==> src/ssc_defs.svh <==
// Register offsets, field positions, reset values and codes of the safe state controller
`ifndef SSC_DEFS_SVH
`define SSC_DEFS_SVH

// Register byte offsets
`define SSC_OFS_CTRL 8'h00
`define SSC_OFS_STATUS 8'h04
`define SSC_OFS_SENS_SAFE 8'h08
`define SSC_OFS_SENS_VAL 8'h0c
`define SSC_OFS_VALVE_SAFE 8'h10
`define SSC_OFS_VALVE_VAL 8'h14
`define SSC_OFS_VALVE_OVR 8'h18
`define SSC_OFS_CTRL_SAFE 8'h1c
`define SSC_OFS_DTYPE 8'h20
`define SSC_OFS_APP_SEL 8'h24
`define SSC_OFS_CAL 8'h28
`define SSC_OFS_PRESS 8'h2c
`define SSC_OFS_VALVE 8'h30

// Control register bits
`define SSC_CTRL_RUN_BIT 0
`define SSC_CTRL_STOP_BIT 1

// Data type field positions
`define SSC_DT_P_LSB 0
`define SSC_DT_V_LSB 8
`define SSC_DT_C_LSB 16

// Data type codes
`define SSC_DT_INT 8'h01
`define SSC_DT_REAL 8'h02
`define SSC_DT_INFER 8'h01

// Sensor safe codes
`define SSC_SS_ZERO 8'h00
`define SSC_SS_FULL 8'h01
`define SSC_SS_HOLD 8'h02
`define SSC_SS_SAFEVAL 8'h03
`define SSC_SS_CONT 8'h04
`define SSC_SS_TRACK 8'h64

// Valve safe codes
`define SSC_VS_CLOSED 2'h0
`define SSC_VS_OPEN 2'h1
`define SSC_VS_HOLD 2'h2
`define SSC_VS_SAFEVAL 2'h3

// Valve override codes
`define SSC_OV_NORMAL 3'h0
`define SSC_OV_CLOSED 3'h1
`define SSC_OV_OPEN 3'h2
`define SSC_OV_HOLD 3'h3
`define SSC_OV_SAFE 3'h4

// Reset values and defaults
`define SSC_RST_SENS_SAFE 8'h00
`define SSC_RST_VALVE_SAFE 2'h0
`define SSC_RST_OVR 3'h0
`define SSC_RST_CTRL_SAFE 8'h00
`define SSC_RST_APP 8'h01
`define SSC_FULL_SCALE 16'h6000
`define SSC_NUM_CAL 4
`define SSC_CAL_UNITY 16'h1000
`define SSC_CAL_SHIFT 12

`endif

==> src/ssc_pkg.sv <==
// Types of the safe state controller
package ssc_pkg;

  // Operational state, one-hot
  typedef enum logic [2:0] {
    SSC_IDLE = 3'b001,
    SSC_EXEC = 3'b010,
    SSC_FAULT = 3'b100
  } ssc_state_t;

  // Link events from the fieldbus side
  typedef struct packed {
    logic conn_active;
    logic data_rx;
    logic timeout;
    logic fault;
  } ssc_link_t;

  // Whole state of the top module
  typedef struct packed {
    logic [1:0] conn_s;
    logic [1:0] rx_s;
    logic [1:0] to_s;
    logic [1:0] flt_s;
    logic rx_h;
    logic to_h;
    ssc_state_t st;
    logic rdy;
    logic [31:0] rdata;
    logic err;
    logic [7:0] sens_safe;
    logic [15:0] sens_val;
    logic [1:0] valve_safe;
    logic [15:0] valve_val;
    logic [2:0] ovr;
    logic ovr_on;
    logic [7:0] ctrl_safe;
    logic [7:0] dt_p;
    logic [7:0] dt_v;
    logic [7:0] dt_c;
    logic [7:0] app;
    logic [15:0] press;
    logic [15:0] valve;
    logic [15:0] setp;
    logic [15:0] hold_p;
    logic [15:0] hold_v;
    logic [15:0] ovr_hold;
    logic exec;
    logic safe;
    logic io_seen;
  } ssc_regs_t;

endpackage

==> src/ssc_cal_mem.sv <==
// Calibration gain memory, one word per pressure application
`timescale 1ns/1ps
`default_nettype none

module ssc_cal_mem #(
  parameter int DEPTH = 4,
  parameter int WIDTH = 16,
  parameter logic [WIDTH-1:0] INIT = '0
) (
  // Clock and reset
  input wire logic pclk,
  input wire logic presetn,
  // Write side
  input wire logic wr_en,
  input wire logic [$clog2(DEPTH)-1:0] wr_addr,
  input wire logic [WIDTH-1:0] wr_data,
  // Read side
  input wire logic [$clog2(DEPTH)-1:0] rd_addr,
  output logic [WIDTH-1:0] rd_data_q
);

  // Memory words and registered read port
  typedef struct packed {
    logic [DEPTH-1:0][WIDTH-1:0] mem;
    logic [WIDTH-1:0] rd;
  } ssc_mem_st_t;

  ssc_mem_st_t q, d;

  // Next state: write then registered read
  always_comb begin
    d = q;
    if (wr_en) begin
      d.mem[wr_addr] = wr_data;
    end
    // Old data on a same-cycle write, new data one cycle later
    d.rd = q.mem[rd_addr];
  end

  // Every entry starts at unity so an unwritten set is harmless
  always_ff @(posedge pclk or negedge presetn) begin
    if (!presetn) begin
      q <= {(DEPTH + 1){INIT}};
    end else begin
      q <= d;
    end
  end

  assign rd_data_q = q.rd;

endmodule

`default_nettype wire

==> src/ssc_top.sv <==
// Safe state controller: operational state, safe mode outputs and APB settings
//
// Decided for this implementation: the register addresses and the APB register port.
`timescale 1ns/1ps
`default_nettype none
`include "ssc_defs.svh"

module ssc_top #(
  parameter int NUM_CAL = `SSC_NUM_CAL,
  parameter logic [15:0] FULL_SCALE = `SSC_FULL_SCALE
) (
  // Clock and reset
  input wire logic pclk,
  input wire logic presetn,
  // APB slave
  input wire logic psel,
  input wire logic penable,
  input wire logic pwrite,
  input wire logic [7:0] paddr,
  input wire logic [31:0] pwdata,
  output logic pready,
  output logic [31:0] prdata,
  output logic pslverr,
  // Fieldbus link events, asynchronous
  input wire ssc_pkg::ssc_link_t link,
  // Process values, same clock
  input wire logic [15:0] raw_pressure,
  input wire logic [15:0] ctrl_valve,
  input wire logic [15:0] setpoint,
  // Process outputs
  output logic [15:0] pressure,
  output logic [15:0] valve,
  output logic [15:0] setpoint_used,
  output logic ctrl_run,
  output logic safe_mode,
  output logic executing,
  output logic [7:0] dtype_pressure,
  output logic [7:0] dtype_valve,
  output logic [7:0] dtype_ctrl
);

  localparam int AW = $clog2(NUM_CAL);
  // Register and next state
  ssc_pkg::ssc_regs_t q, d;
  // Bus decode, calibration and link event helpers
  logic wr_done;
  logic [15:0] cal_gain;
  logic [31:0] lin_prod;
  logic [15:0] lin;
  logic rx_rise;
  logic to_rise;
  logic run_req;
  logic stop_req;
  logic dt_ok;
  // Sensor safe code is one of the listed values
  function automatic logic sens_code_ok(input logic [7:0] c);
    return c inside {`SSC_SS_ZERO, `SSC_SS_FULL, `SSC_SS_HOLD, `SSC_SS_SAFEVAL,
                     `SSC_SS_CONT, `SSC_SS_TRACK};
  endfunction
  // Accepted codes for the pressure data type
  function automatic logic dtype_ok(input logic [7:0] c);
    return (c == `SSC_DT_INT) || (c == `SSC_DT_REAL);
  endfunction
  // Valve position for a safe-state code, same for either valve type
  function automatic logic [15:0] valve_safe_pos(input logic [1:0] c,
      input logic [15:0] hold, input logic [15:0] sval, input logic [15:0] fs);
    unique case (c)
      `SSC_VS_CLOSED: return 16'h0000;
      `SSC_VS_OPEN: return fs;
      `SSC_VS_HOLD: return hold;
      default: return sval;
    endcase
  endfunction
  // Calibration sets indexed by application minus one
  ssc_cal_mem #(
    .DEPTH(NUM_CAL),
    .WIDTH(16),
    .INIT(`SSC_CAL_UNITY)
  ) u_cal (
    .pclk(pclk),
    .presetn(presetn),
    .wr_en(wr_done && pwrite && (paddr == `SSC_OFS_CAL)),
    .wr_addr(AW'(q.app - 8'h01)),
    .wr_data(pwdata[15:0]),
    .rd_addr(AW'(q.app - 8'h01)),
    .rd_data_q(cal_gain)
  );
  // Linearised reading from the selected calibration
  assign lin_prod = raw_pressure * cal_gain;
  assign lin = lin_prod[`SSC_CAL_SHIFT +: 16];
  // Event decode on second synchroniser stage only
  assign rx_rise = q.rx_s[1] && !q.rx_h;
  assign to_rise = q.to_s[1] && !q.to_h;
  assign wr_done = psel && penable && q.rdy && !q.err;
  assign run_req = wr_done && pwrite && (paddr == `SSC_OFS_CTRL) &&
                   pwdata[`SSC_CTRL_RUN_BIT];
  assign stop_req = wr_done && pwrite && (paddr == `SSC_OFS_CTRL) &&
                    pwdata[`SSC_CTRL_STOP_BIT];
  assign dt_ok = dtype_ok(pwdata[`SSC_DT_P_LSB +: 8]);
  // Next state of the whole block
  always_comb begin
    d = q;
    // Two-stage synchronisers and edge history
    d.conn_s = {q.conn_s[0], link.conn_active};
    d.rx_s = {q.rx_s[0], link.data_rx};
    d.to_s = {q.to_s[0], link.timeout};
    d.flt_s = {q.flt_s[0], link.fault};
    d.rx_h = q.rx_s[1];
    d.to_h = q.to_s[1];
    // Operational state machine
    unique case (q.st)
      ssc_pkg::SSC_IDLE: begin
        if (q.flt_s[1]) begin
          d.st = ssc_pkg::SSC_FAULT;
        end else if (q.conn_s[1] && rx_rise) begin
          d.st = ssc_pkg::SSC_EXEC;
          // Inferred type of the assembly overrides the settings
          d.dt_p = `SSC_DT_INFER;
          d.dt_v = `SSC_DT_INFER;
          d.dt_c = `SSC_DT_INFER;
          d.io_seen = 1'b1;
        end else if (run_req) begin
          d.st = ssc_pkg::SSC_EXEC;
        end
      end
      ssc_pkg::SSC_EXEC: begin
        if (q.flt_s[1]) begin
          d.st = ssc_pkg::SSC_FAULT;
        end else if (to_rise || stop_req || (!q.conn_s[1] && q.io_seen)) begin
          // A directive-run with no link open stays until stopped, timed out or faulted
          d.st = ssc_pkg::SSC_IDLE;
        end
      end
      ssc_pkg::SSC_FAULT: begin
        // Fault clears back to idle, never straight to execute
        if (!q.flt_s[1]) begin
          d.st = ssc_pkg::SSC_IDLE;
        end
      end
      default: begin
        d.st = ssc_pkg::SSC_IDLE;
      end
    endcase
    d.exec = (d.st == ssc_pkg::SSC_EXEC);
    d.safe = !d.exec;
    d.io_seen = d.io_seen && d.exec;
    // Hold registers caught on the exit cycle
    if (q.st == ssc_pkg::SSC_EXEC && d.st != ssc_pkg::SSC_EXEC) begin
      d.hold_p = q.press;
      d.hold_v = q.valve;
    end
    // Override hold value caught when an override is first applied
    d.ovr_on = q.exec && (q.ovr != `SSC_OV_NORMAL);
    if (d.ovr_on && !q.ovr_on) begin
      d.ovr_hold = q.valve;
    end
    // Reported pressure
    if (q.exec) begin
      d.press = lin;
    end else begin
      unique case (q.sens_safe)
        `SSC_SS_FULL: d.press = FULL_SCALE;
        `SSC_SS_HOLD: d.press = q.hold_p;
        `SSC_SS_SAFEVAL: d.press = q.sens_val;
        `SSC_SS_CONT, `SSC_SS_TRACK: d.press = lin;
        default: d.press = 16'h0000;
      endcase
    end
    // Valve command; safe mode ignores the override entirely
    if (!q.exec) begin
      d.valve = valve_safe_pos(q.valve_safe, q.hold_v, q.valve_val,
                               FULL_SCALE);
    end else begin
      unique case (q.ovr)
        `SSC_OV_CLOSED: d.valve = 16'h0000;
        `SSC_OV_OPEN: d.valve = FULL_SCALE;
        `SSC_OV_HOLD: d.valve = q.ovr_on ? q.ovr_hold : q.valve;
        `SSC_OV_SAFE: d.valve = valve_safe_pos(q.valve_safe, q.valve,
                                               q.valve_val, FULL_SCALE);
        default: d.valve = ctrl_valve;
      endcase
    end
    // Setpoint passes only while executing; controller safe code 0 zeroes it
    if (q.exec) begin
      d.setp = setpoint;
    end else if (q.ctrl_safe == `SSC_RST_CTRL_SAFE) begin
      d.setp = 16'h0000;
    end
    // APB: pready rises one cycle into the access phase
    d.rdy = psel && penable && !q.rdy;
    // Refusal flag lives only beside pready, so the pin needs no gate
    d.err = 1'b0;
    if (psel && penable && !q.rdy) begin
      d.rdata = 32'h0000_0000;
      unique case (paddr)
        `SSC_OFS_CTRL: d.rdata = 32'h0000_0000;
        `SSC_OFS_STATUS: d.rdata = {29'h0, q.st == ssc_pkg::SSC_FAULT, q.safe, q.exec};
        `SSC_OFS_SENS_SAFE: begin
          d.rdata = {24'h0, q.sens_safe};
          d.err = pwrite && !sens_code_ok(pwdata[7:0]);
        end
        `SSC_OFS_SENS_VAL: d.rdata = {16'h0, q.sens_val};
        `SSC_OFS_VALVE_SAFE: d.rdata = {30'h0, q.valve_safe};
        `SSC_OFS_VALVE_VAL: d.rdata = {16'h0, q.valve_val};
        `SSC_OFS_VALVE_OVR: begin
          d.rdata = {29'h0, q.ovr};
          d.err = pwrite && (pwdata[2:0] > `SSC_OV_SAFE);
        end
        `SSC_OFS_CTRL_SAFE: d.rdata = {24'h0, q.ctrl_safe};
        `SSC_OFS_DTYPE: begin
          d.rdata = {8'h0, q.dt_c, q.dt_v, q.dt_p};
          // Locked while polled or executing; bad pressure type code refused
          d.err = pwrite && (!dt_ok || q.st != ssc_pkg::SSC_IDLE ||
                             q.conn_s[1]);
        end
        `SSC_OFS_APP_SEL: begin
          d.rdata = {24'h0, q.app};
          d.err = pwrite && ((pwdata[7:0] == 8'h00) ||
                             (pwdata[7:0] > 8'(NUM_CAL)));
        end
        `SSC_OFS_CAL: d.rdata = {16'h0, cal_gain};
        `SSC_OFS_PRESS: d.rdata = {16'h0, q.press};
        `SSC_OFS_VALVE: d.rdata = {16'h0, q.valve};
        default: d.err = 1'b1;
      endcase
    end
    // Register writes at the completing edge only
    if (wr_done && pwrite) begin
      unique case (paddr)
        `SSC_OFS_SENS_SAFE: d.sens_safe = pwdata[7:0];
        `SSC_OFS_SENS_VAL: d.sens_val = pwdata[15:0];
        `SSC_OFS_VALVE_SAFE: d.valve_safe = pwdata[1:0];
        `SSC_OFS_VALVE_VAL: d.valve_val = pwdata[15:0];
        `SSC_OFS_VALVE_OVR: d.ovr = pwdata[2:0];
        `SSC_OFS_CTRL_SAFE: d.ctrl_safe = pwdata[7:0];
        `SSC_OFS_DTYPE: begin
          d.dt_p = pwdata[`SSC_DT_P_LSB +: 8];
          d.dt_v = pwdata[`SSC_DT_V_LSB +: 8];
          d.dt_c = pwdata[`SSC_DT_C_LSB +: 8];
        end
        `SSC_OFS_APP_SEL: d.app = pwdata[7:0];
        default: d.app = q.app;
      endcase
    end
  end

  // Registered state; reset leaves the block idle with defaults
  always_ff @(posedge pclk or negedge presetn) begin
    if (!presetn) begin
      q <= '0;
      q.st <= ssc_pkg::SSC_IDLE;
      q.safe <= 1'b1;
      q.sens_safe <= `SSC_RST_SENS_SAFE;
      q.valve_safe <= `SSC_RST_VALVE_SAFE;
      q.ovr <= `SSC_RST_OVR;
      q.ctrl_safe <= `SSC_RST_CTRL_SAFE;
      q.dt_p <= `SSC_DT_INT;
      q.dt_v <= `SSC_DT_INT;
      q.dt_c <= `SSC_DT_INT;
      q.app <= `SSC_RST_APP;
    end else begin
      q <= d;
    end
  end

  // Outputs straight from the state register
  assign pready = q.rdy;
  assign prdata = q.rdata;
  assign pslverr = q.err;
  assign pressure = q.press;
  assign valve = q.valve;
  assign setpoint_used = q.setp;
  assign ctrl_run = q.exec;
  assign safe_mode = q.safe;
  assign executing = q.exec;
  assign dtype_pressure = q.dt_p;
  assign dtype_valve = q.dt_v;
  assign dtype_ctrl = q.dt_c;
endmodule

`default_nettype wire

==> config.mk <==
export PLATFORM = sky130hd
export DESIGN_NAME = ssc_top
export DESIGN_NICKNAME = d
export VERILOG_FILES = /design/src/ssc_pkg.sv /design/src/ssc_cal_mem.sv /design/src/ssc_top.sv
export VERILOG_INCLUDE_DIRS = /design/src
export SDC_FILE = /design/constraint.sdc
export NUM_CORES = 1
export LEC_CHECK = 0
export ABC_AREA = 1
export BUFFER_PORTS_ARGS = -buffer_cell sky130_fd_sc_hd__buf_2
export CAP_MARGIN = 0
export CELL_PAD_IN_SITES_DETAIL_PLACEMENT = 0
export CELL_PAD_IN_SITES_GLOBAL_PLACEMENT = 1
export CORE_UTILIZATION = 41
export DETAILED_ROUTE_END_ITERATION = 12
export PLACE_DENSITY_LB_ADDON = 0.1
export REMOVE_ABC_BUFFERS = 1
export SETUP_SLACK_MARGIN = 0.02
export SLEW_MARGIN = 10
export SYNTH_ARGS = -nofsm -noshare
export SYNTH_HDL_FRONTEND = slang
export SYNTH_SLANG_ARGS = --single-unit
==> constraint.sdc <==
create_clock -name pclk -period 4.9 [get_ports pclk]
set_input_delay 0.49 -clock pclk [delete_from_list [all_inputs] [get_ports pclk]]
set_output_delay 0.49 -clock pclk [all_outputs]
set_load 0.005 [all_outputs]
==> results.yml <==
outcome:
  status: "finished with violations"
  violations: "negative hold slack, negative setup slack"
cells_and_area:
  fill_cells: 5587
  multiInputGateArea_mm2: 0.01271
  nets: 3438
  seq_area_mm2: 0.007632
  final_common_cell: "nand2_1"
  drive_above_1_share: 0.2187
  area_growth_pct: 17.96
  layout_common_cells: "nand2_1, inv_1, dfrtp_1"
clock_tree:
  clock_path_buffers: 3
  cts_made_buffers: 35
  cts_tree: "done"
  h-tree-depth: 2
  worstSkewPairLatency_ns: 0.55
  cts_hold_buf: 0
  cts_root_buf: "clkbuf_16"
  clock-sinks: 304
  clk_transition_reported_paths_ns: 0.06
setup_path:
  crit_fanout: 8
  startpoint_type: "flop"
  arrival_ns: 5.87
  cp.required_ns: 5.37
  endpoint_kind: "flop"
  critPathKind: "reg -> reg"
power_and_ir_drop:
  p_int_mw: 4.500
  powerDensity_mw_per_mm2: 223.4
  seq_power_share: 0.438
  p_comb_frac: 0.091
  pwr-share-clk: 0.470
  power_switching_mw: 1.524
  vdd_drop_max_uv: 207.5
  power.leakage_nw: 14.39
  design_power_total_mw: 6.024
  swShare: 0.2530
drt:
  drc_errors: 0
  avgViaCountPerCell: 5.066
  wl_mm: 74.36
  route.vias.total: 19480
  wl_per_cell_um: 19.34
  drtPass1Iterations: 6
  drtIter0Drc: 1198
  ant_nets: 0
global_route:
  grt_pass1_wl_mm: 115.4
  antenna_found_initial: 1
  grt_pass1_vias: 19720
  grt_overflow: 0
  track_usage: 0.2678
  grt_max_degree: 115
place:
  hpwlAfterDp_mm: 56.39
  pre_cts_ws_ns: -0.8701
  gp_congestion: 0.8904
  port_buffers: 189
yosys:
  synth_edf_count: 0
  avgSynthCellArea_um2: 7.878
  yosys_warnings: 0
  synthArstFlopShare: 1.000
  postSynthCellCount: 2902
  ys_ff_latch: 304
  netlist_area_mm2: 0.02286
  ys_types: 53
  yosys_most_used_dff: "dfrtp_1"
  ys_seq_area_frac: 0.3334
timing:
  period_share: 1.101
  fmax_mhz: 185.4
  min_period_ns: 5.394
  rsz0062_at_grt: "true"
  hold_violations: 2
  setup_violations: 16
  fin_hold_ws_ns: -0.004151
  relSlewSlack: 0.1283
  fin_ws_ns: -0.4941
  fin_skew_ns: 0.01222
  drv_slew: 0
  worst_slew_pin_slew_ns: 1.300
hold_path:
  hold_class: "in -> async"
floorplan:
  die_w_um: 238.1
  row_count: 86
  initial_core_util: 0.4150
  die_h_um: 238.1
  io_pins: 206
  die-area_mm2: 0.05671
  core-area_mm2: 0.05509
job:
  max_cap_viol_count: 0
==> through the flow <==
step | cells | setup TNS [ns] | instance area (µm²) | utilization
after floorplan | 2666 | -1.786 | 21500 | -
after global placement | 3750 | -11.65 | 24580 | 0.4462
after detailed placement | 3750 | -11.52 | 24580 | 0.4462
after CTS | 3829 | -5.974 | 26480 | 0.4806
after global routing | 3844 | -9.098 | 26970 | 0.4895
final | 3845 | -5.448 | 26970 | 0.4895
==> critical path, cell delays in order (launching register included) <==
cell     delay [ns]
dfrtp_1        0.40
buf_12         0.15
buf_6          0.11
nand2_2        0.06
inv_2          0.04
fa_1           0.51
inv_2          0.04
fa_2           0.53
fa_2           0.45
fa_1           0.56
inv_2          0.04
fa_1           0.50
fa_1           0.46
ha_4           0.33
buf_6          0.11
nand2_8        0.06
nor4_4         0.23
nand2_1        0.10
nand2_2        0.11
xor2_1         0.19
nand2_1        0.17
nand2_1        0.15
==> metal layers <==
metal / share of wire / track usage / vias to the layer above
li1: - / - / 9152
met1: 0.44 / 0.3593 / 9675
met2: 0.48 / 0.4576 / 533
met3: 0.043 / 0.02418 / 118
met4: 0.030 / 0.08314 / 0
met5: 0 / 0 / -
==> power groups by stage <==
stage | Clock, mW | Combinational (mW) | Sequential, mW
3_3_place_gp | 0 | 0.524 | 2.68
6_report | 2.83 | 0.551 | 2.64
2_1_floorplan | 0 | 0.196 | 2.68
5_1_grt | 2.98 | 0.607 | 2.65
4_1_cts | 2.90 | 0.545 | 2.64
3_5_place_dp | 0 | 0.525 | 2.68
==> registers in the layout (all words and copies together) (netlist names) <==
signal and flops:
q 118, dtype_valve 8, valve 16, prdata 24
safe_mode 1, dtype_ctrl 8, setpoint_used 16, pressure 16
pslverr 1, dtype_pressure 8, ctrl_run 1, d 6
u_cal.q 64, pready 1, u_cal.rd_data_q 16
==> cells in the mapped netlist (2+ instances only) <==
library cell | count | area, µm²
a21oi_1 | 73 | 365.4
a22oi_1 | 7 | 52.55
a31oi_1 | 7 | 43.79
buf_1 | 3 | 11.26
buf_2 | 25 | 125.1
buf_4 | 106 | 795.8
buf_6 | 6 | 67.56
clkbuf_1 | 102 | 382.9
dfrtp_1 | 293 | 7332
dfstp_2 | 11 | 289.0
fa_1 | 188 | 3764
ha_1 | 84 | 1051
inv_1 | 505 | 1896
inv_2 | 10 | 37.54
nand2_1 | 833 | 3127
nand2_2 | 2 | 12.51
nand3_1 | 89 | 445.4
nand3b_1 | 4 | 30.03
nand4_1 | 12 | 75.07
nor2_1 | 103 | 386.6
nor2_2 | 3 | 18.77
nor3_1 | 21 | 105.1
nor3_2 | 2 | 20.02
nor3_4 | 2 | 32.53
nor4_1 | 4 | 25.02
o2111ai_1 | 3 | 26.28
o211ai_1 | 3 | 22.52
o21ai_0 | 278 | 1391
o21ai_1 | 11 | 55.05
o21ai_2 | 32 | 280.3
o21bai_1 | 3 | 22.52
o22ai_1 | 34 | 212.7
o31ai_1 | 16 | 120.1
xnor2_1 | 2 | 17.52
xor2_1 | 7 | 61.31
==> cell type report <==
class | count | area share
multi-input combinational | 1846 | 0.4713
sequential | 304 | 0.2830
timing repair buffer | 366 | 0.09288
inverter | 516 | 0.07210
clock buffer | 56 | 0.04143
tap | 748 | 0.03470
clock inverter | 7 | 0.004408
antenna | 2 | 0.0001856
==> cells by family after synthesis <==
kind of cell | synth area share
AOI/OAI and AO/OA | 0.1156
adders and majority gates | 0.2106
other | 0.0001640
DFF | 0.3334
and+or+nand+nor | 0.1914
xor gates and xnor gates | 0.003448
buffers and inverters | 0.1454
==> final timing paths <==
path	slack [ns]	from	end	depth (start not counted)
max in group asynchronous	3.64	presetn	u_cal.rd_data_q[15]	2
worst min register to register	0.35	d[227]	d[222]	0
worst min-delay path	-0.004	presetn	setpoint_used[14]	1
min in group pclk	0.05	link[2]	d[229]	1
worst max register to register	-0.49	u_cal.rd_data_q[6]	pressure[3]	21
worst max-delay path	-0.49	u_cal.rd_data_q[6]	pressure[3]	21
==> timing repair <==
action                                 4_1_cts  5_1_grt
setup endpoints to repair                   16       16
resized for setup                          148      106
endpoints found under the hold margin        0        0
pin swaps                                   74       82
buffers inserted                            17       15
Power figures use the tool's default switching activity.
